### config.mk
export PLATFORM = sky130hd
export DESIGN_NAME = pap_power_mgr
export DESIGN_NICKNAME = d
export VERILOG_FILES = /design/src/rtl/pap_pkg.sv /design/src/rtl/pap_power_mgr.sv
export SDC_FILE = /design/constraint.sdc
export NUM_CORES = 1
export LEC_CHECK = 0
export ABC_CLOCK_PERIOD_IN_PS = 2000
export BUFFER_PORTS_ARGS = -buffer_cell sky130_fd_sc_hd__clkbuf_2
export CAP_MARGIN = 20
export CORE_UTILIZATION = 45
export DETAILED_ROUTE_END_ITERATION = 8
export PLACE_DENSITY = 0.73
export SYNTH_ARGS = -nofsm -noshare
export SYNTH_HDL_FRONTEND = slang
export SYNTH_SLANG_ARGS = --single-unit
### constraint.sdc
create_clock -name clk -period 2 [get_ports clk]
set_input_delay 0.4 -clock clk [delete_from_list [all_inputs] [get_ports clk]]
set_output_delay 0.4 -clock clk [all_outputs]
set_load 0.02 [all_outputs]
### src/rtl/pap_pkg.sv
package pap_pkg;

  // Register indices, byte address is four times the index
  localparam logic [4:0] IDX_STATUS_A = 5'h00;
  localparam logic [4:0] IDX_STATUS_B = 5'h01;
  localparam logic [4:0] IDX_DRIVE_OUT_CTRL = 5'h02;
  localparam logic [4:0] IDX_RATE_SEL_MAIN_STAT = 5'h04;
  localparam logic [4:0] IDX_CMD_DATA = 5'h05;
  localparam logic [4:0] IDX_DISK_IN_CFG_CTRL = 5'h07;
  localparam logic [4:0] IDX_AUTO_PD_CFG = 5'h10;
  localparam logic [4:0] IDX_PAR_CFG = 5'h11;
  localparam logic [4:0] IDX_PD_STATUS = 5'h12;

  // Field positions
  localparam int APD_FDC_BIT = 0;
  localparam int APD_PAR_BIT = 3;
  localparam int APD_SER0_BIT = 4;
  localparam int APD_SER1_BIT = 5;
  localparam int DOC_MOTOR_LO = 4;
  localparam int DOC_RESET_REL_BIT = 2;
  localparam int RATE_SWRESET_BIT = 7;
  localparam int RATE_PD_BIT = 6;
  localparam int PAR_EPP_EN_BIT = 3;
  localparam int PAR_ECP_EN_BIT = 4;

  // Reset values
  localparam logic [7:0] DOC_RESET = 8'h00;
  localparam logic [7:0] APD_CFG_RESET = 8'h00;
  localparam logic [7:0] PAR_CFG_RESET = 8'h00;
  localparam logic [7:0] CFG_CTRL_RESET = 8'h00;
  localparam logic [7:0] MSR_IDLE = 8'h80;

  // Extended control mode field
  localparam logic [2:0] ECR_SPP = 3'h0;
  localparam logic [2:0] ECR_BIDIR = 3'h1;
  localparam logic [2:0] ECR_EPP = 3'h4;

  // Timing
  localparam int CLK_HZ = 50000000;
  localparam int APD_TIME_MS = 10;
  localparam int APD_CYCLES = APD_TIME_MS * (CLK_HZ / 1000);
  localparam int TMR_W = 20;

  // Pin synchroniser width: 2 receive, 2 ring, 5 drive inputs
  localparam int SYNC_W = 9;
  // Clocks after reset before pin edges count
  localparam logic [2:0] SYNC_SETTLE = 3'h5;

  typedef enum logic [2:0] {
    FD_AWAKE = 3'b001,
    FD_AUTO_PD = 3'b010,
    FD_RATE_PD = 3'b100
  } pap_fd_state_e;

  typedef struct packed {
    logic txHoldEmpty;
    logic txShiftEmpty;
    logic rxFifoEmpty;
    logic rxIdle;
  } pap_ser_stat_s;

  typedef struct packed {
    logic writeData;
    logic writeGate;
    logic seekHeading;
    logic stepPulse;
    logic headSelect;
    logic [1:0] densitySelect;
  } pap_drive_core_s;

endpackage : pap_pkg

### src/rtl/pap_power_mgr.sv
// Chosen here: the Wishbone slave port.
module pap_power_mgr #(
  parameter int unsigned APD_CYCLES = pap_pkg::APD_CYCLES
) (
  // Clock and reset
  input wire logic clk,
  input wire logic rst_b,
  // Wishbone slave
  input wire logic wb_cyc_i,
  input wire logic wb_stb_i,
  input wire logic wb_we_i,
  input wire logic [6:0] wb_adr_i,
  input wire logic [3:0] wb_sel_i,
  input wire logic [31:0] wb_dat_i,
  output logic [31:0] wb_dat_o,
  output logic wb_ack_o,
  // Floppy core status
  input wire logic [7:0] mainStatus,
  input wire logic [7:0] statusA,
  input wire logic [7:0] statusB,
  input wire logic [7:0] coreReadData,
  input wire logic fdcIrq,
  input wire logic headUnloadDone,
  input wire pap_pkg::pap_drive_core_s driveCore,
  // Floppy core control
  output logic fdcReset,
  output logic fdcPowerdown,
  output logic dataWrStb,
  output logic dataRdStb,
  output logic [7:0] dataWrByte,
  output logic [7:0] configCtrl,
  output logic [4:0] driveInSync,
  // Drive, serial receive and ring pins
  input wire logic [1:0] serial_receive_input,
  input wire logic [1:0] phone_ring_input,
  input wire logic read_data_in,
  input wire logic write_protect_in,
  input wire logic track_zero_in,
  input wire logic index_pulse_in,
  input wire logic disk_change_in,
  output logic motor_out0,
  output logic motor_out0_oe_b,
  output logic drive_select0,
  output logic drive_select0_oe_b,
  output logic write_data_out,
  output logic write_data_out_oe_b,
  output logic write_gate_out,
  output logic write_gate_out_oe_b,
  output logic seek_heading_out,
  output logic step_pulse_out,
  output logic head_select_out,
  output logic [1:0] density_select_out,
  // Serial units
  input wire pap_pkg::pap_ser_stat_s [1:0] serStat,
  input wire logic [1:0] transmitBufWrite,
  output logic [1:0] txPowerdown,
  output logic [1:0] rxPowerdown,
  output logic [1:0] ringChange,
  // Parallel unit
  output logic eppPowerdown,
  output logic ecpPowerdown
);

  pap_pkg::pap_fd_state_e fdState_q;
  logic [7:0] driveOutCtrl_q;
  logic [7:0] autoPdCfg_q;
  logic [7:0] parCfg_q;
  logic [pap_pkg::TMR_W-1:0] apdCnt_q;
  logic [pap_pkg::SYNC_W-1:0] sync0_q;
  logic [pap_pkg::SYNC_W-1:0] sync1_q;
  logic [pap_pkg::SYNC_W-1:0] sync2_q;
  logic [pap_pkg::SYNC_W-1:0] pinStable_q;
  logic [pap_pkg::SYNC_W-1:0] pinPrev_q;
  logic [2:0] syncFill_q;
  logic [7:0] rdByte;
  logic busTake;
  logic busFire;
  logic wrLow;
  logic [4:0] regIdx;
  logic motorSetWr;
  logic softResetWr;
  logic ratePdWr;
  logic statusRd;
  logic dataAcc;
  logic fdWake;
  logic fdAsleep;
  logic timerDone;
  logic fdIdle;
  logic [1:0] rxEdge;
  logic [1:0] ringEdge;

  // Bus handshake: request taken one cycle, acked the next
  assign busTake = wb_cyc_i && wb_stb_i && !wb_ack_o;
  assign busFire = wb_cyc_i && wb_stb_i && wb_ack_o;
  assign wrLow = busFire && wb_we_i && wb_sel_i[0];
  assign regIdx = wb_adr_i[6:2];

  // Wake decode, only the register the access really lands on counts
  assign motorSetWr = wrLow && regIdx == pap_pkg::IDX_DRIVE_OUT_CTRL &&
    wb_dat_i[pap_pkg::DOC_MOTOR_LO +: 4] != 4'h0;
  assign softResetWr = wrLow &&
    ((regIdx == pap_pkg::IDX_DRIVE_OUT_CTRL && !wb_dat_i[pap_pkg::DOC_RESET_REL_BIT]) ||
     (regIdx == pap_pkg::IDX_RATE_SEL_MAIN_STAT &&
      wb_dat_i[pap_pkg::RATE_SWRESET_BIT]));
  assign ratePdWr = wrLow && regIdx == pap_pkg::IDX_RATE_SEL_MAIN_STAT &&
    wb_dat_i[pap_pkg::RATE_PD_BIT] && !wb_dat_i[pap_pkg::RATE_SWRESET_BIT];
  assign statusRd = busFire && !wb_we_i && regIdx == pap_pkg::IDX_RATE_SEL_MAIN_STAT;
  assign dataAcc = busFire && regIdx == pap_pkg::IDX_CMD_DATA &&
    (!wb_we_i || wb_sel_i[0]);
  assign fdWake = motorSetWr || softResetWr || statusRd || dataAcc;
  assign fdAsleep = fdState_q != pap_pkg::FD_AWAKE;

  // Read mux: status reads pass straight through even while asleep
  always_comb begin
    rdByte = 8'h00;
    unique case (regIdx)
      pap_pkg::IDX_STATUS_A: rdByte = statusA;
      pap_pkg::IDX_STATUS_B: rdByte = statusB;
      pap_pkg::IDX_DRIVE_OUT_CTRL: rdByte = driveOutCtrl_q;
      pap_pkg::IDX_RATE_SEL_MAIN_STAT: rdByte = mainStatus;
      pap_pkg::IDX_CMD_DATA: rdByte = coreReadData;
      pap_pkg::IDX_DISK_IN_CFG_CTRL: rdByte = {pinStable_q[8], 7'h00};
      pap_pkg::IDX_AUTO_PD_CFG: rdByte = autoPdCfg_q;
      pap_pkg::IDX_PAR_CFG: rdByte = parCfg_q;
      pap_pkg::IDX_PD_STATUS: rdByte = {eppPowerdown, ecpPowerdown, rxPowerdown,
                                        txPowerdown, fdState_q == pap_pkg::FD_RATE_PD,
                                        fdState_q == pap_pkg::FD_AUTO_PD};
      default: rdByte = 8'h00;
    endcase
  end

  // Bus slave runs on regardless of powerdown so waking accesses are seen
  always_ff @(posedge clk) begin
    if (!rst_b) begin
      wb_ack_o <= 1'b0;
      wb_dat_o <= 32'h0;
    end else begin
      wb_ack_o <= busTake;
      if (busTake) begin
        wb_dat_o <= {24'h0, rdByte};
      end
    end
  end

  // Written values are held whatever the sleep state
  always_ff @(posedge clk) begin
    if (!rst_b) begin
      driveOutCtrl_q <= pap_pkg::DOC_RESET;
      autoPdCfg_q <= pap_pkg::APD_CFG_RESET;
      parCfg_q <= pap_pkg::PAR_CFG_RESET;
      configCtrl <= pap_pkg::CFG_CTRL_RESET;
    end else if (wrLow) begin
      unique case (regIdx)
        pap_pkg::IDX_DRIVE_OUT_CTRL: driveOutCtrl_q <= wb_dat_i[7:0];
        pap_pkg::IDX_DISK_IN_CFG_CTRL: configCtrl <= wb_dat_i[7:0];
        pap_pkg::IDX_AUTO_PD_CFG: autoPdCfg_q <= wb_dat_i[7:0];
        pap_pkg::IDX_PAR_CFG: parCfg_q <= wb_dat_i[7:0];
        default: ;
      endcase
    end
  end

  // Data port strobes towards the controller core
  always_ff @(posedge clk) begin
    if (!rst_b) begin
      dataWrStb <= 1'b0;
      dataRdStb <= 1'b0;
      dataWrByte <= 8'h00;
    end else begin
      dataWrStb <= dataAcc && wb_we_i;
      dataRdStb <= dataAcc && !wb_we_i;
      if (dataAcc && wb_we_i) begin
        dataWrByte <= wb_dat_i[7:0];
      end
    end
  end

  // Controller reset: held by the release bit, pulsed by the rate reset bit
  always_ff @(posedge clk) begin
    if (!rst_b) begin
      fdcReset <= 1'b1;
    end else begin
      fdcReset <= !driveOutCtrl_q[pap_pkg::DOC_RESET_REL_BIT] || softResetWr;
    end
  end

  assign timerDone = apdCnt_q == pap_pkg::TMR_W'(APD_CYCLES);
  assign fdIdle = driveOutCtrl_q[pap_pkg::DOC_MOTOR_LO +: 4] == 4'h0 &&
    mainStatus == pap_pkg::MSR_IDLE && !fdcIrq;

  // Auto powerdown timer, cleared while disabled and on each wake
  always_ff @(posedge clk) begin
    if (!rst_b) begin
      apdCnt_q <= '0;
    end else if (!autoPdCfg_q[pap_pkg::APD_FDC_BIT] || fdWake) begin
      apdCnt_q <= '0;
    end else if (!timerDone) begin
      apdCnt_q <= apdCnt_q + 1'b1;
    end
  end

  // Floppy powerdown state
  always_ff @(posedge clk) begin
    if (!rst_b) begin
      fdState_q <= pap_pkg::FD_AWAKE;
    end else begin
      unique case (fdState_q)
        pap_pkg::FD_AWAKE: begin
          if (ratePdWr) begin
            fdState_q <= pap_pkg::FD_RATE_PD;
          end else if (autoPdCfg_q[pap_pkg::APD_FDC_BIT] && fdIdle && headUnloadDone &&
                       timerDone && !fdWake) begin
            fdState_q <= pap_pkg::FD_AUTO_PD;
          end
        end
        pap_pkg::FD_AUTO_PD: begin
          if (ratePdWr) begin
            fdState_q <= pap_pkg::FD_RATE_PD;
          end else if (fdWake || !autoPdCfg_q[pap_pkg::APD_FDC_BIT]) begin
            fdState_q <= pap_pkg::FD_AWAKE;
          end
        end
        pap_pkg::FD_RATE_PD: begin
          if (fdWake) begin
            fdState_q <= pap_pkg::FD_AWAKE;
          end
        end
        default: fdState_q <= pap_pkg::FD_AWAKE;
      endcase
    end
  end

  // Drive outputs; only pins a drive could back-power are released
  always_ff @(posedge clk) begin
    if (!rst_b) begin
      fdcPowerdown <= 1'b0;
      motor_out0 <= 1'b1;
      drive_select0 <= 1'b1;
      write_data_out <= 1'b1;
      write_gate_out <= 1'b1;
      motor_out0_oe_b <= 1'b0;
      drive_select0_oe_b <= 1'b0;
      write_data_out_oe_b <= 1'b0;
      write_gate_out_oe_b <= 1'b0;
      seek_heading_out <= 1'b1;
      step_pulse_out <= 1'b1;
      head_select_out <= 1'b1;
      density_select_out <= 2'h0;
    end else begin
      fdcPowerdown <= fdAsleep;
      motor_out0 <= !driveOutCtrl_q[pap_pkg::DOC_MOTOR_LO];
      drive_select0 <= driveOutCtrl_q[1:0] != 2'h0;
      write_data_out <= driveCore.writeData;
      write_gate_out <= driveCore.writeGate;
      motor_out0_oe_b <= fdAsleep;
      drive_select0_oe_b <= fdAsleep;
      write_data_out_oe_b <= fdAsleep;
      write_gate_out_oe_b <= fdAsleep;
      seek_heading_out <= driveCore.seekHeading;
      step_pulse_out <= driveCore.stepPulse;
      head_select_out <= driveCore.headSelect;
      density_select_out <= driveCore.densitySelect;
    end
  end

  // Pin synchroniser: three stages, a change counts once stages two and three agree
  always_ff @(posedge clk) begin
    if (!rst_b) begin
      sync0_q <= '0;
      sync1_q <= '0;
      sync2_q <= '0;
      pinStable_q <= '0;
      pinPrev_q <= '0;
      syncFill_q <= 3'h0;
      driveInSync <= 5'h00;
    end else begin
      sync0_q <= {disk_change_in, index_pulse_in, track_zero_in, write_protect_in,
                  read_data_in, phone_ring_input, serial_receive_input};
      sync1_q <= sync0_q;
      sync2_q <= sync1_q;
      pinStable_q <= (sync1_q == sync2_q) ? sync2_q : pinStable_q;
      pinPrev_q <= pinStable_q;
      syncFill_q <= syncFill_q + 3'(syncFill_q != pap_pkg::SYNC_SETTLE);
      driveInSync <= pinStable_q[8:4];
    end
  end

  // Edges held off until the chain holds real levels; a pin idling high would fake one
  assign rxEdge = (syncFill_q == pap_pkg::SYNC_SETTLE) ?
    pinStable_q[1:0] ^ pinPrev_q[1:0] : 2'h0;
  assign ringEdge = (syncFill_q == pap_pkg::SYNC_SETTLE) ?
    pinStable_q[3:2] ^ pinPrev_q[3:2] : 2'h0;

  // Serial units, bits 4 and 5 select the two ports
  always_ff @(posedge clk) begin
    if (!rst_b) begin
      txPowerdown <= 2'h0;
      rxPowerdown <= 2'h0;
      ringChange <= 2'h0;
    end else begin
      for (int i = 0; i < 2; i++) begin
        ringChange[i] <= ringEdge[i];
        if (!autoPdCfg_q[pap_pkg::APD_SER0_BIT + i] || transmitBufWrite[i]) begin
          txPowerdown[i] <= 1'b0;
        end else if (serStat[i].txHoldEmpty && serStat[i].txShiftEmpty) begin
          txPowerdown[i] <= 1'b1;
        end
        if (!autoPdCfg_q[pap_pkg::APD_SER0_BIT + i] || rxEdge[i]) begin
          rxPowerdown[i] <= 1'b0;
        end else if (serStat[i].rxFifoEmpty && serStat[i].rxIdle) begin
          rxPowerdown[i] <= 1'b1;
        end
      end
    end
  end

  // Parallel blocks re-evaluated every cycle from the current modes
  always_ff @(posedge clk) begin
    if (!rst_b) begin
      eppPowerdown <= 1'b0;
      ecpPowerdown <= 1'b0;
    end else begin
      eppPowerdown <= autoPdCfg_q[pap_pkg::APD_PAR_BIT] &&
        (!parCfg_q[pap_pkg::PAR_EPP_EN_BIT] || parCfg_q[2:0] != pap_pkg::ECR_EPP);
      ecpPowerdown <= autoPdCfg_q[pap_pkg::APD_PAR_BIT] &&
        (!parCfg_q[pap_pkg::PAR_ECP_EN_BIT] || parCfg_q[2:0] == pap_pkg::ECR_SPP ||
         parCfg_q[2:0] == pap_pkg::ECR_BIDIR || parCfg_q[2:0] == pap_pkg::ECR_EPP);
    end
  end
endmodule : pap_power_mgr

-- After elaboration in Yosys (flattened, before gate mapping)
Index checks and enable logic that the tools add are counted.
- memories: 0
- memory bits (read-only): 0
- logic and storage cells: 146
- bits of input ports: 108
- register bits: 141
- latch bits: 0
- memory bits (writable): 0
- eq/ne operators: 23
- shift-type cells: 0
- divide/modulo/power cells: 0
- reduce and logical (&&, ||, !) cells: 75
- multiplexer cells: 8
- $lt $le $gt $ge: 0
- bitwise operators: 3
- add/subtract/negate cells: 2
- multiply operators: 0
- operator list (cell ; number):
    $pmux W8 S9 ; 1
    $logic_and A1 B1 Y1 ; 31
    $add A20 B1 Y20 const B ; 1
    $eq A20 B19 Y1 const B ; 1
    $eq A5 B3 Y1 const B ; 3
    $eq A5 B5 Y1 const B ; 3
    $logic_or A1 B1 Y1 ; 15
    $mux W3 ; 5
    $logic_not A1 Y1 ; 13
    $reduce_and A2 Y1 ; 5
    $reduce_or A2 Y1 ; 5
    $eq A3 B3 Y1 const B ; 3
    $eq A9 B9 Y1 ; 1
    $ne A3 B3 Y1 const B ; 3
    $pmux W3 S3 ; 1
    $eq A8 B8 Y1 const B ; 1
    $eq A3 B1 Y1 const B ; 2
    $eq A5 B1 Y1 const B ; 1
    $eq A5 B2 Y1 const B ; 1
    $logic_not A5 Y1 ; 1
    $logic_not A4 Y1 ; 1
    $reduce_bool A4 Y1 ; 1
    $xor A2 B2 Y2 ; 2
    $add A3 B1 Y3 ; 1
    other kinds (9) ; 9

-- Longest topological paths before layout
Gate-level depths: netlist (run 1).
- word-level depth: 14
- mapped depth: 9
- depth with buffers taken out: 7

-- Worst setup path before layout (run 1)
No wires, ideal clock.
- kind: input to register
- start: input wb_adr_i[2]
- end: register parCfg_q[4]
- data required time: 1.872 ns
- data arrival time: 1.751 ns
- setup time: 0.128 ns
- stages on the path: 6
- slack: 0.121 ns
- cell sequence: buf_4 -> or3b_1 -> buf_2 -> nor4_4 -> mux2i_1 -> nor2_1
- longest elaborated chain between the ends: 2
- RTL lines (item ; RTL line ; text):
    start: declaration ; pap_power_mgr.sv:12 ; input wire logic [6:0] wb_adr_i,
    $eq A5 B5 Y1 ; pap_power_mgr.sv:153 ; unique case (regIdx)
    $reduce_and A2 Y1 (no line) ; n/a ;
    end signal: assignment ; pap_power_mgr.sv:150 ; parCfg_q <= pap_pkg::PAR_CFG_RESET;
    end signal: assignment ; pap_power_mgr.sv:157 ; pap_pkg::IDX_PAR_CFG: parCfg_q <= wb_dat_i[7:0];
    end: declaration ; pap_power_mgr.sv:67 ; logic [7:0] parCfg_q;
Every way passes these cells.
A chain may end at the register's enable or synchronous reset.

-- Worst setup path in the final report (run 1)
- start: register driveOutCtrl_q[5]
- end: register fdState_q[0]
- longest elaborated chain between the ends: 9
- RTL lines (item ; RTL line ; text):
    start: declaration ; pap_power_mgr.sv:65 ; logic [7:0] driveOutCtrl_q;
    start signal: assignment ; pap_power_mgr.sv:148 ; driveOutCtrl_q <= pap_pkg::DOC_RESET;
    start signal: assignment ; pap_power_mgr.sv:154 ; pap_pkg::IDX_DRIVE_OUT_CTRL: driveOutCtrl_q <= wb_dat_i[7:0];
    $logic_not A4 Y1 ; pap_power_mgr.sv:188 ; assign fdIdle = driveOutCtrl_q[pap_pkg::DOC_MOTOR_LO +: 4] == 4'h0 &&
    $logic_and A1 B1 Y1 ; pap_power_mgr.sv:188 ;
    $logic_and A1 B1 Y1 ; pap_power_mgr.sv:189 ; mainStatus == pap_pkg::MSR_IDLE && !fdcIrq;
    $logic_and A1 B1 Y1 (3 in series) ; pap_power_mgr.sv:211 ; end else if (autoPdCfg_q[pap_pkg::APD_FDC_BIT] && fdIdle && headUnloadDone &&
    $logic_and A1 B1 Y1 ; pap_power_mgr.sv:212 ; timerDone && !fdWake) begin
    $ne A3 B3 Y1 (no line) ; n/a ;
    $reduce_and A3 Y1 (no line) ; n/a ;
    end signal: assignment ; pap_power_mgr.sv:210 ; fdState_q <= pap_pkg::FD_RATE_PD;
    end signal: assignment ; pap_power_mgr.sv:213 ; fdState_q <= pap_pkg::FD_AUTO_PD;
    end signal: assignment ; pap_power_mgr.sv:218 ; fdState_q <= pap_pkg::FD_RATE_PD;
    end: declaration ; pap_power_mgr.sv:64 ; pap_pkg::pap_fd_state_e fdState_q;
Every way passes these cells.

==> results of run 1 <==
[flip-flops by register name, indices dropped and copies added (netlist names), 2 cells and up]
name	flops
driveOutCtrl_q	8
ringChange	2
parCfg_q	8
sync1_q	9
wb_dat_o	8
density_select_out	2
autoPdCfg_q	8
apdCnt_q	20
sync2_q	9
sync0_q	9
pinPrev_q	4
pinStable_q	9
fdState_q	3
txPowerdown	2
rxPowerdown	2
syncFill_q	3
configCtrl	8
dataWrByte	8
driveInSync	5
[cells by family after synthesis]
group	count (synthesis)	share of synthesized area
xor gates and xnor gates	32	0.04867
DFF	141	0.4902
other	1	0.0006513
and+or+nand+nor	254	0.2262
AOI/OAI and AO/OA	78	0.09083
muxes	43	0.07475
adders and majority gates	4	0.008692
buffers and inverters	59	0.05997
[final timing paths]
| path | from | to | slack (ns) | cells after the start |
|---|---|---|---|---|
| worst min register to register | sync0_q[4]$_SDFF_PN0_ | sync1_q[4]$_SDFF_PN0_ | 0.43 | 1 |
| worst max register to register | driveOutCtrl_q[5]$_SDFFE_PN0P_ | fdState_q[0]$_SDFFE_PN1P_ | 0.15 | 5 |
| worst min-delay path | transmitBufWrite[1] | txPowerdown[1]$_SDFFE_PP0P_ | 0.14 | 2 |
| worst max-delay path | driveOutCtrl_q[5]$_SDFFE_PN0P_ | fdState_q[0]$_SDFFE_PN1P_ | 0.15 | 5 |
[layout make-up]
cell class | instances | area (sq um) | area share
tap | 168 | 210.2 | 0.02846
clock buffer | 23 | 467.9 | 0.06337
clock inverter | 8 | 83.83 | 0.01135
sequential | 141 | 2823 | 0.3822
inverter | 9 | 33.78 | 0.004575
multi-input combinational | 435 | 2688 | 0.3639
timing repair buffer | 183 | 1079 | 0.1461
[cell usage in the layout (no fill, tap or decap), drive strengths merged, types with 7 or more instances in the layout]
cell / instances
a21oi: 27
a22oi: 28
and2: 43
buf: 50
clkbuf: 156
conb: 24
dfxtp: 141
inv: 11
mux2i: 43
nand2: 51
nand2b: 11
nand3: 13
nand4: 7
nor2: 90
nor3: 10
nor4: 9
o21ai: 8
xnor2: 12
xor2: 20
[stage by stage]
| step | std cells | power (mW) | worst slack, ns | area [sq um] |
|---|---|---|---|---|
| after floorplan | 635 | 3.163 | 0.1214 | 5844 |
| after global placement | 936 | 3.314 | -0.08882 | 6822 |
| after detailed placement | 936 | 3.323 | -0.09128 | 6822 |
| after CTS | 967 | 6.255 | 0.03510 | 7373 |
| after global routing | 967 | 6.425 | 0.1014 | 7385 |
| final | 967 | 6.216 | 0.1517 | 7385 |
[report_power, final]
part           leakage [nW]  internal (mW)  switching, mW
registers              1.14           2.85         0.0190
clock network         0.260           1.77           1.18
logic                  1.82          0.159          0.237
total                  3.23           4.79           1.43
[per-layer routing]
layer / wire [um] / global-route usage / up-vias / share of wire
met5: 0 / 0 / - / 0
met4: 262 / 0.08831 / 0 / 0.017
met3: 1151 / 0.06168 / 23 / 0.075
met2: 7165 / 0.3867 / 228 / 0.47
met1: 6677 / 0.3167 / 2328 / 0.44
li1: - / - / 2393 / -
[what timing repair did]
item | in CTS | in global routing
endpoints found under the hold margin | 0 | 0
setup endpoints to repair | 0 | 3
resized for setup | 0 | 2
==> run summary, run 1 <==
Crit path DAT - 2.16 ns
Drt wl/cell - 15.78 um
Worst path bufs/invs - 1
Number of synthesized flops with an enable pin - 0
Top-count cell post-synth - dfxtp_1
Synthesized netlist cell count - 612
Hold Crit Class - input pin to register
Initial antenna violation count - 0
RSZ-0062 raised after global routing - false
Hold-fix buffers, CTS - 0
Via count - 4,972
Rows - 40
Fillers - 1,071
Final setup fails - 0
Area share of the largest cell type after synthesis - 0.4902
Layout cells sized above 1 - 0.2766
Initial core utilization - 0.4696
Post-synth ARST share - 0
Outcome - complete, no violations
Post-synth cell types - 51
Crit. End Element - register
Final Cycle Share - 0.9241
Post-synthesis sequential area ratio - 0.4902
Final critical-path required period - 1.848 ns
Post-CTS setup buffer count - 0
Ys Warns - 0
Diodes inserted - 0
Final TNS setup - 0 ns
Cell area power density - 841.8 nW/um^2
Initial DRT Pass Iterations - 5
F_max - 0.5410 GHz
Vias per cell - 5.142
CP required - 2.31 ns
Slew HR - 0.6663
Crit Path Max Fanout - 3
Skew-Pair Late Insertion Delay - 0.42 ns
Layout net count - 899
Ports - 187
Final Core Density - 0.6022
Total core area - 12,260 sq um
Post-synthesis register bit count - 141
Critical path's slowest cell - or4_1
TritonCTS clock tree - yes
Area contributors post-synth - dfxtp_1 (49%), mux2i_1 (7.5%), nor2_1 (5.7%)
H-tree depth - 4
CP startpoint kind - register
Post-DP HPWL - 11,510 um
GP Congestion - 0.9397
Vias in the first global route - 4,788
Leakage - 3.229 nW
Port bufs - 133
Iter 0 DRT Violations - 364
Routed wire length - 15,260 um
Grt ovf - 0
Max-cap violations - 0
Most instantiated cells after synthesis - dfxtp_1 (141), nor2_1 (88), nand2_1 (51)
Crit Path Class - register to register
Clk root buf - clkbuf_16
Synth Flop Type - dfxtp_1
Largest net degree at the start of global routing - 42
Final hold violations - 0
Clock sinks - 141
Die Area - 13,250 sq um
Slowest stage delay, CP - 0.53 ns
Area Overhead vs Synth - 28.25%
First-pass GRT wire length - 24,030 um
Routed Antenna Nets - 0
Fin Hold WS - 0.1375 ns
Clk buf depth - 2
Die width - 115.1 um
CTS Buf Count - 17
# DRC - 0
VDD IR max - 0.5787 mV
Clock Pin Slew Worst Setup and Hold Paths - 0.06 ns
Critical Path, Cell by Cell - or4_1 > nor4_2 > buf_4 > nand4_1 > a22o_1
Final Slew Violations - 0
Synth area leader - dfxtp_1
Worst-margin pin slew - 0.4954 ns
Kind of cell adding the most delay to the critical path - simple AND/OR/NAND/NOR gates
Tot GR Track Use - 0.2421
Die height - 115.1 um
Syn avg cell area - 9.409 sq um
Syn Std Cell Area - 5758 sq um
Layout Skew - 0.007067 ns
Note: power is estimated with default switching activity, not from simulation.
==> run 2, diff against run 1 <==
--- a/config.mk
+++ b/config.mk
@@ -5,7 +5,7 @@
 export SDC_FILE = /design/constraint.sdc
 export NUM_CORES = 1
 export LEC_CHECK = 0
-export ABC_CLOCK_PERIOD_IN_PS = 2000
+export ABC_CLOCK_PERIOD_IN_PS = 2300
 export BUFFER_PORTS_ARGS = -buffer_cell sky130_fd_sc_hd__clkbuf_2
 export CAP_MARGIN = 20
 export CORE_UTILIZATION = 45
==> constraint.sdc (replaced) <==
create_clock -name clk -period 2.3 [get_ports clk]
set_input_delay 0.46 -clock clk [delete_from_list [all_inputs] [get_ports clk]]
set_output_delay 0.46 -clock clk [all_outputs]
set_load 0.02 [all_outputs]
==> run 2 against run 1 <==
Routed wire length is 2.9% lower. Largest power group unchanged. Critical path depth did not move. Via count fell by 2.0%. Highest routed layer unchanged. Cell area down 1.2%. Power decreased by 11%. Worst hold slack gained 0.050 ns. Sequential power fell by 13%. Register-to-register slack better by 0.11 ns. Sequential cell count unchanged. Non-clock buffer count fell by 10. Clock power fell by 8.8%. Die area unchanged.
==> run summary, run 2 (synthesis gave the netlist of run 1 again) <==
Outcome - complete, no violations
RSZ-0062 raised after global routing - false
Final setup fails - 0 (unchanged)
Layout Skew - 0.007486 ns (+0.0004183 ns)
Post-CTS setup buffer count - 0 (unchanged)
Iter 0 DRT Violations - 330 (-9.3%)
Initial DRT Pass Iterations - 5 (unchanged)
P_int - 4.225 mW (-12%)
Port bufs - 133 (unchanged)
First-pass GRT wire length - 23,780 um (-1.1%)
Clock sinks - 141 (unchanged)
Fillers - 1,069 (-0.19%)
CP required - 2.62 ns (+0.31 ns)
Reg with most FFs - apdCnt_q
Die Area - 13,250 sq um (unchanged)
Final critical-path required period - 2.034 ns (+0.1862 ns)
Clk root buf - clkbuf_16
Combinational share of power - 0.060 (-0.004)
CP startpoint kind - register
Clk buf depth - 2 (unchanged)
Largest net degree at the start of global routing - 56 (+33%)
Crit. Startpoint - driveOutCtrl_q[7]$_SDFFE_PN0P_
Final hold violations - 0 (unchanged)
Clock Pin Slew Worst Setup and Hold Paths - 0.06 ns (about the same)
Psw - 1.291 mW (-9.8%)
Switching power share of the total - 0.2341 (+0.003866)
# DRC - 0 (unchanged)
Leakage - 3.185 nW (-1.4%)
H-tree depth - 4 (unchanged)
Initial core utilization - 0.4696 (unchanged)
Kind of cell adding the most delay to the critical path - simple AND/OR/NAND/NOR gates
Die height - 115.1 um (unchanged)
Final Slew Violations - 0 (unchanged)
Tot GR Track Use - 0.2397 (-0.002468)
Post-DP HPWL - 11,000 um (-4.4%)
Final Core Density - 0.5951 (-0.007143)
Critical path's slowest cell - nor4_1
Seq. cell area - 2823 sq um (unchanged)
RR Startpoint - driveOutCtrl_q[7]$_SDFFE_PN0P_
Max reg flops - 20 (unchanged)
Leading cell type in the layout, fill and taps excluded - dfxtp_1
Diodes inserted - 0 (unchanged)
Routed Antenna Nets - 0 (unchanged)
Die width - 115.1 um (unchanged)
Power share of the sequential group - 0.453 (-0.009)
GP Congestion - 0.9343 (-0.57%)
F_max - 0.4915 GHz (-9.2%)
Beginning of the worst hold path - transmitBufWrite[1]
Slew HR - 0.5731 (-0.09320)
Crit Path Class - register to register
Crit. End Element - register
Cell area power density - 756.0 nW/um^2 (-10%)
Routed wire length - 14,820 um (-2.9%)
Clock share of power - 0.488 (+0.013)
Final TNS setup - 0 ns (unchanged)
Post-CTS sizing - 0 (unchanged)
Final Cycle Share - 0.8846 (-0.03958)
Initial antenna violation count - 0 (unchanged)
Rows - 40 (unchanged)
Worst-margin pin slew - 0.6345 ns (+0.1392 ns)
Area of the multi-input gates - 2676 sq um (-0.42%)
Critical Path, Cell by Cell - nor4b_1 > nand2_1 > nor4_1 > nand4_1 > a22o_1
Vias in the first global route - 4,730 (-1.2%)
Layout net count - 889 (-1.1%)
Grt ovf - 0 (unchanged)
Layout cells sized above 1 - 0.2696 (-0.006975)
Slowest stage delay, CP - 0.51 ns (-0.02 ns)
Crit Path Max Fanout - 3 (unchanged)
TritonCTS clock tree - yes
Skew-Pair Late Insertion Delay - 0.43 ns (about the same)
Total core area - 12,260 sq um (unchanged)
VDD IR max - 0.5231 mV (-9.6%)
Max-cap violations - 0 (unchanged)
CTS Buf Count - 17 (unchanged)
Hold-fix buffers, CTS - 0 (unchanged)
Ports - 187 (unchanged)
Worst path bufs/invs - 0 (-1)
Crit path DAT - 2.36 ns (+0.20 ns)
Drt wl/cell - 15.47 um (-2.0%)
Most frequent cells in the layout - dfxtp_1 (141), clkbuf_2 (133), nor2_1 (88), nand2_1 (51)
Vias per cell - 5.087 (-1.1%)
Area Overhead vs Synth - 26.73%
Via count - 4,873 (-2.0%)
Hold Crit Class - input pin to register
run 2: cell type report:
| cell class | count | area share |
|---|---|---|
| multi-input cells | 435 | 0.3668 |
| well taps | 168 | 0.02881 |
| clock inverters | 10 | 0.01423 |
| inverters | 9 | 0.004630 |
| repair buffers | 173 | 0.1324 |
| flip-flops and latches | 141 | 0.3868 |
| clock buffers | 22 | 0.06636 |
run 2: metal layers:
metal | track usage | share of wire | wire length (um)
met5 | 0 | 0 | 0
met4 | 0.1074 | 0.021 | 311
met3 | 0.06168 | 0.070 | 1030
met2 | 0.3783 | 0.47 | 6996
met1 | 0.3092 | 0.44 | 6477
run 2: through the flow:
stage                     instance area (sq um)  hold slack (ns)  instances  setup slack [ns]  power [mW]
after floorplan                            5844           0.3787        635            0.3614       2.751
after global placement                     6709           0.4066        926            0.1415       2.872
after detailed placement                   6709           0.4021        926            0.1051       2.877
after CTS                                  7297           0.1866        958            0.3637       5.541
after global routing                       7297           0.1885        958            0.1435       5.688
final                                      7297           0.1877        958            0.2655       5.517
run 2: worst reg2reg max path, delay by kind of cell, from the launching register on:
family | cells | cell delay, ns
AOI/OAI and AO/OA | 1 | 0.26
DFF | 1 | 0.33
and+or+nand+nor | 4 | 1.34
run 2: power groups by stage:
stage          sequential (mW)  clock (mW)  combinational, mW
2_1_floorplan             2.56           0              0.193
3_3_place_gp              2.55           0              0.323
3_5_place_dp              2.55           0              0.327
4_1_cts                   2.50        2.71              0.329
5_1_grt                   2.50        2.83              0.362
6_report                  2.50        2.69              0.331
run 2: worst paths after layout:
path                                 end  slack [ns]  cells after the start
max            fdState_q[0]$_SDFFE_PN1P_        0.27                      5
min          txPowerdown[1]$_SDFFE_PP0P_        0.19                      2
max reg2reg    fdState_q[0]$_SDFFE_PN1P_        0.27                      5
min reg2reg          fdcReset$_SDFF_PN1_        0.42                      1
==> run 3, diff against run 2 <==
--- a/config.mk
+++ b/config.mk
@@ -5,12 +5,13 @@
 export SDC_FILE = /design/constraint.sdc
 export NUM_CORES = 1
 export LEC_CHECK = 0
+export ABC_AREA = 1
 export ABC_CLOCK_PERIOD_IN_PS = 2300
 export BUFFER_PORTS_ARGS = -buffer_cell sky130_fd_sc_hd__clkbuf_2
 export CAP_MARGIN = 20
 export CORE_UTILIZATION = 45
 export DETAILED_ROUTE_END_ITERATION = 8
-export PLACE_DENSITY = 0.73
+export PLACE_DENSITY = 0.72
 export SYNTH_ARGS = -nofsm -noshare
 export SYNTH_HDL_FRONTEND = slang
 export SYNTH_SLANG_ARGS = --single-unit
==> run 3 against run 2 <==
Power increased by 3.0%. Critical path depth increased by 4. Synthesized area increased by 5.8%. Synthesized cell count increased by 36%. Sequential share of layout area decreased by 0.75 points. Count of clock-buffer cells in the layout decreased by 2. Via count increased by 11%. Critical endpoint unchanged. Largest cell class unchanged. Highest routed layer unchanged.
==> run summary, run 3 <==
Slowest stage delay, CP - 0.33 ns (-0.18 ns)
Port bufs - 133 (unchanged)
Syn avg cell area - 7.312 sq um (-22%)
First-pass GRT wire length - 22,380 um (-5.9%)
Die width - 118.3 um (+2.8%)
Worst path bufs/invs - 1 (+1)
Pwr Total - 5.680 mW (+3.0%)
Initial antenna violation count - 0 (unchanged)
Worst-margin pin slew - 0.6746 ns (+0.04001 ns)
Area share of the largest cell type after synthesis - 0.4634 (-0.02679)
Tot GR Track Use - 0.2031 (-0.03660)
Ys Warns - 0 (unchanged)
Final hold violations - 0 (unchanged)
Layout cells sized above 1 - 0.2248 (-0.04480)
Synth area leader - dfxtp_1
Seq. cell area - 2823 sq um (unchanged)
Post-synthesis register bit count - 141 (unchanged)
Area contributors post-synth - dfxtp_1 (46%), nand2_1 (12%), inv_1 (6.6%)
Diodes inserted - 0 (unchanged)
Die height - 118.3 um (+2.8%)
Total core area - 13,240 sq um (+8.0%)
Cell area power density - 763.3 nW/um^2 (+0.97%)
Post-synthesis sequential area ratio - 0.4634 (-0.02679)
Dpl ws - 0.3116 ns (+0.2065 ns)
Kind of cell adding the most delay to the critical path - simple AND/OR/NAND/NOR gates
Post-DP HPWL - 10,040 um (-8.7%)
Final critical-path required period - 1.655 ns (-0.3793 ns)
Rows - 42 (+5.0%)
Crit path DAT - 1.96 ns (-0.40 ns)
Skew-Pair Late Insertion Delay - 0.41 ns (-0.02 ns)
Max-cap violations - 0 (unchanged)
Slew HR - 0.5498 (-0.02326)
TritonCTS clock tree - yes
Outcome - complete, no violations
Clk buf depth - 2 (unchanged)
Leakage - 3.577 nW (+12%)
Clk root buf - clkbuf_16
Post-CTS sizing - 0 (unchanged)
Largest net degree at the start of global routing - 95 (+70%)
Via count - 5,424 (+11%)
Most frequent cells in the layout - nand2_1 (196), dfxtp_1 (141), clkbuf_2 (132), inv_1 (107), nor2_1 (105)
RSZ-0062 raised after global routing - false
Initial core utilization - 0.4599 (-0.009652)
VDD IR max - 0.4934 mV (-5.7%)
H-tree depth - 4 (unchanged)
Final Slew Violations - 0 (unchanged)
Layout net count - 1,082 (+22%)
GP Congestion - 0.9368 (+0.27%)
Fillers - 1,346 (+26%)
Clock Pin Slew Worst Setup and Hold Paths - 0.05 ns (about the same)
Post-CTS setup buffer count - 0 (unchanged)
Initial DRT Pass Iterations - 4 (-1)
Drt wl/cell - 11.68 um (-24%)
Post-synth ARST share - 0 (unchanged)
Ports - 187 (unchanged)
Final worst slack - 0.6448 ns (+0.3793 ns)
Synthesized netlist cell count - 833 (+36%)
CP startpoint kind - register
Grt ovf - 0 (unchanged)
Area Overhead vs Synth - 22.17%
Post-synth cell types - 34 (-33%)
Routed wire length - 13,540 um (-8.6%)
Vias in the first global route - 4,822 (+1.9%)
Final setup fails - 0 (unchanged)
Top-count cell post-synth - nand2_1
Number of synthesized flops with an enable pin - 0 (unchanged)
Hold Crit Class - input pin to register
Critical Path, Cell by Cell - inv_1 > ha_1 > nand3_1 > nor2_1 > nand3_1 > nor3_1 > nand2_1 > a21oi_1 > nand2_1
Final TNS setup - 0 ns (unchanged)
Hold-fix buffers, CTS - 0 (unchanged)
Clock sinks - 141 (unchanged)
Critical path's slowest cell - dfxtp_1
Crit. End Element - register
Most instantiated cells after synthesis - nand2_1 (196), dfxtp_1 (141), inv_1 (107)
CP required - 2.60 ns (-0.02 ns)
F_max - 0.6042 GHz (+23%)
Syn Std Cell Area - 6091 sq um (+5.8%)
Vias per cell - 4.680 (-8.0%)
CTS Buf Count - 17 (unchanged)
Synth Flop Type - dfxtp_1
WP depth - 9 (+4)
Crit Path Class - register to register
Iter 0 DRT Violations - 262 (-21%)
Reg with most FFs - apdCnt_q
Leading cell type in the layout, fill and taps excluded - nand2_1
Layout Skew - 0.007428 ns (-0.00005806 ns)
Routed Antenna Nets - 0 (unchanged)
# DRC - 0 (unchanged)
FF-to-FF path depth - 9 (+4)
Crit Path Max Fanout - 4 (+1)
Final Cycle Share - 0.7197 (-0.1649)
Die Area - 14,000 sq um (+5.7%)
Min-Delay Path Depth - 2 (unchanged)
Area of the multi-input gates - 2608 sq um (-2.6%)
Max reg flops - 20 (unchanged)
==> run 3: changes by cell type in the layout (fill, tap and decap cells not counted), sizes merged, moves of 11 or more <==
cell / change
a21oi: +27
a22oi: -28
and2: -43
buf: -30
inv: +107
mux2i: -43
nand2: +145
nand2b: -11
nand3: +21
nor2: +22
o21ai: +46
or2: +12
xor2: -13
==> run 3: power by group <==
part | switching (mW) | internal [mW] | total, mW
clock network | 1.03 | 1.69 | 2.72
logic | 0.255 | 0.153 | 0.408
registers | 0.0360 | 2.51 | 2.55
==> run 3: cell families after synthesis <==
family	share of synthesized area
and+or+nand+nor	0.2736
buffers and inverters	0.1226
DFF	0.4634
AOI/OAI and AO/OA	0.1027
xor gates and xnor gates	0.02876
adders and majority gates	0.008217
other	0.0006157
==> run 3: worst paths after layout <==
kind	endpoint	slack, ns	startpoint
hold / removal	txPowerdown[0]$_SDFFE_PP0P_	0.21	transmitBufWrite[0]
setup reg to reg	fdState_q[0]$_SDFFE_PN1P_	0.64	apdCnt_q[0]$_SDFFE_PP0P_
hold reg to reg	sync1_q[7]$_SDFF_PN0_	0.41	sync0_q[7]$_SDFF_PN0_
setup / recovery	fdState_q[0]$_SDFFE_PN1P_	0.64	apdCnt_q[0]$_SDFFE_PP0P_
==> run 3: worst reg2reg max path, stage by stage (launching register included) <==
cell and delay (ns):
dfxtp_1 0.33, inv_1 0.12, ha_1 0.19, nand3_1 0.08
nor2_1 0.14, nand3_1 0.19, nor3_1 0.19, nand2_1 0.09
a21oi_1 0.14, nand2_1 0.07
==> run 3: through the flow <==
step	utilization	instance area [sq um]	instances	hold slack (ns)
final	0.5619	7441	1159	0.2114
after global routing	0.5619	7441	1159	0.2012
after CTS	0.5619	7441	1159	0.1962
after detailed placement	0.5164	6839	1127	0.3978
after global placement	0.5164	6839	1127	0.3946
after floorplan	-	6177	856	0.3762
==> run 3: cell type report <==
cell class	instances	share of cell area
Sequential cell	141	0.3794
Multi-Input combinational cell	550	0.3504
Timing Repair Buffer	142	0.1002
Clock buffer	20	0.06272
Inverter	118	0.05953
Tap cell	176	0.02959
Clock inverter	12	0.01816
==> run 3: per-layer routing <==
layer / share of wire / global-route usage / vias up
li1: - / - / 2826
met1: 0.48 / 0.2756 / 2409
met2: 0.44 / 0.3055 / 171
met3: 0.067 / 0.05164 / 18
met4: 0.017 / 0.08494 / 0
met5: 0 / 0 / -
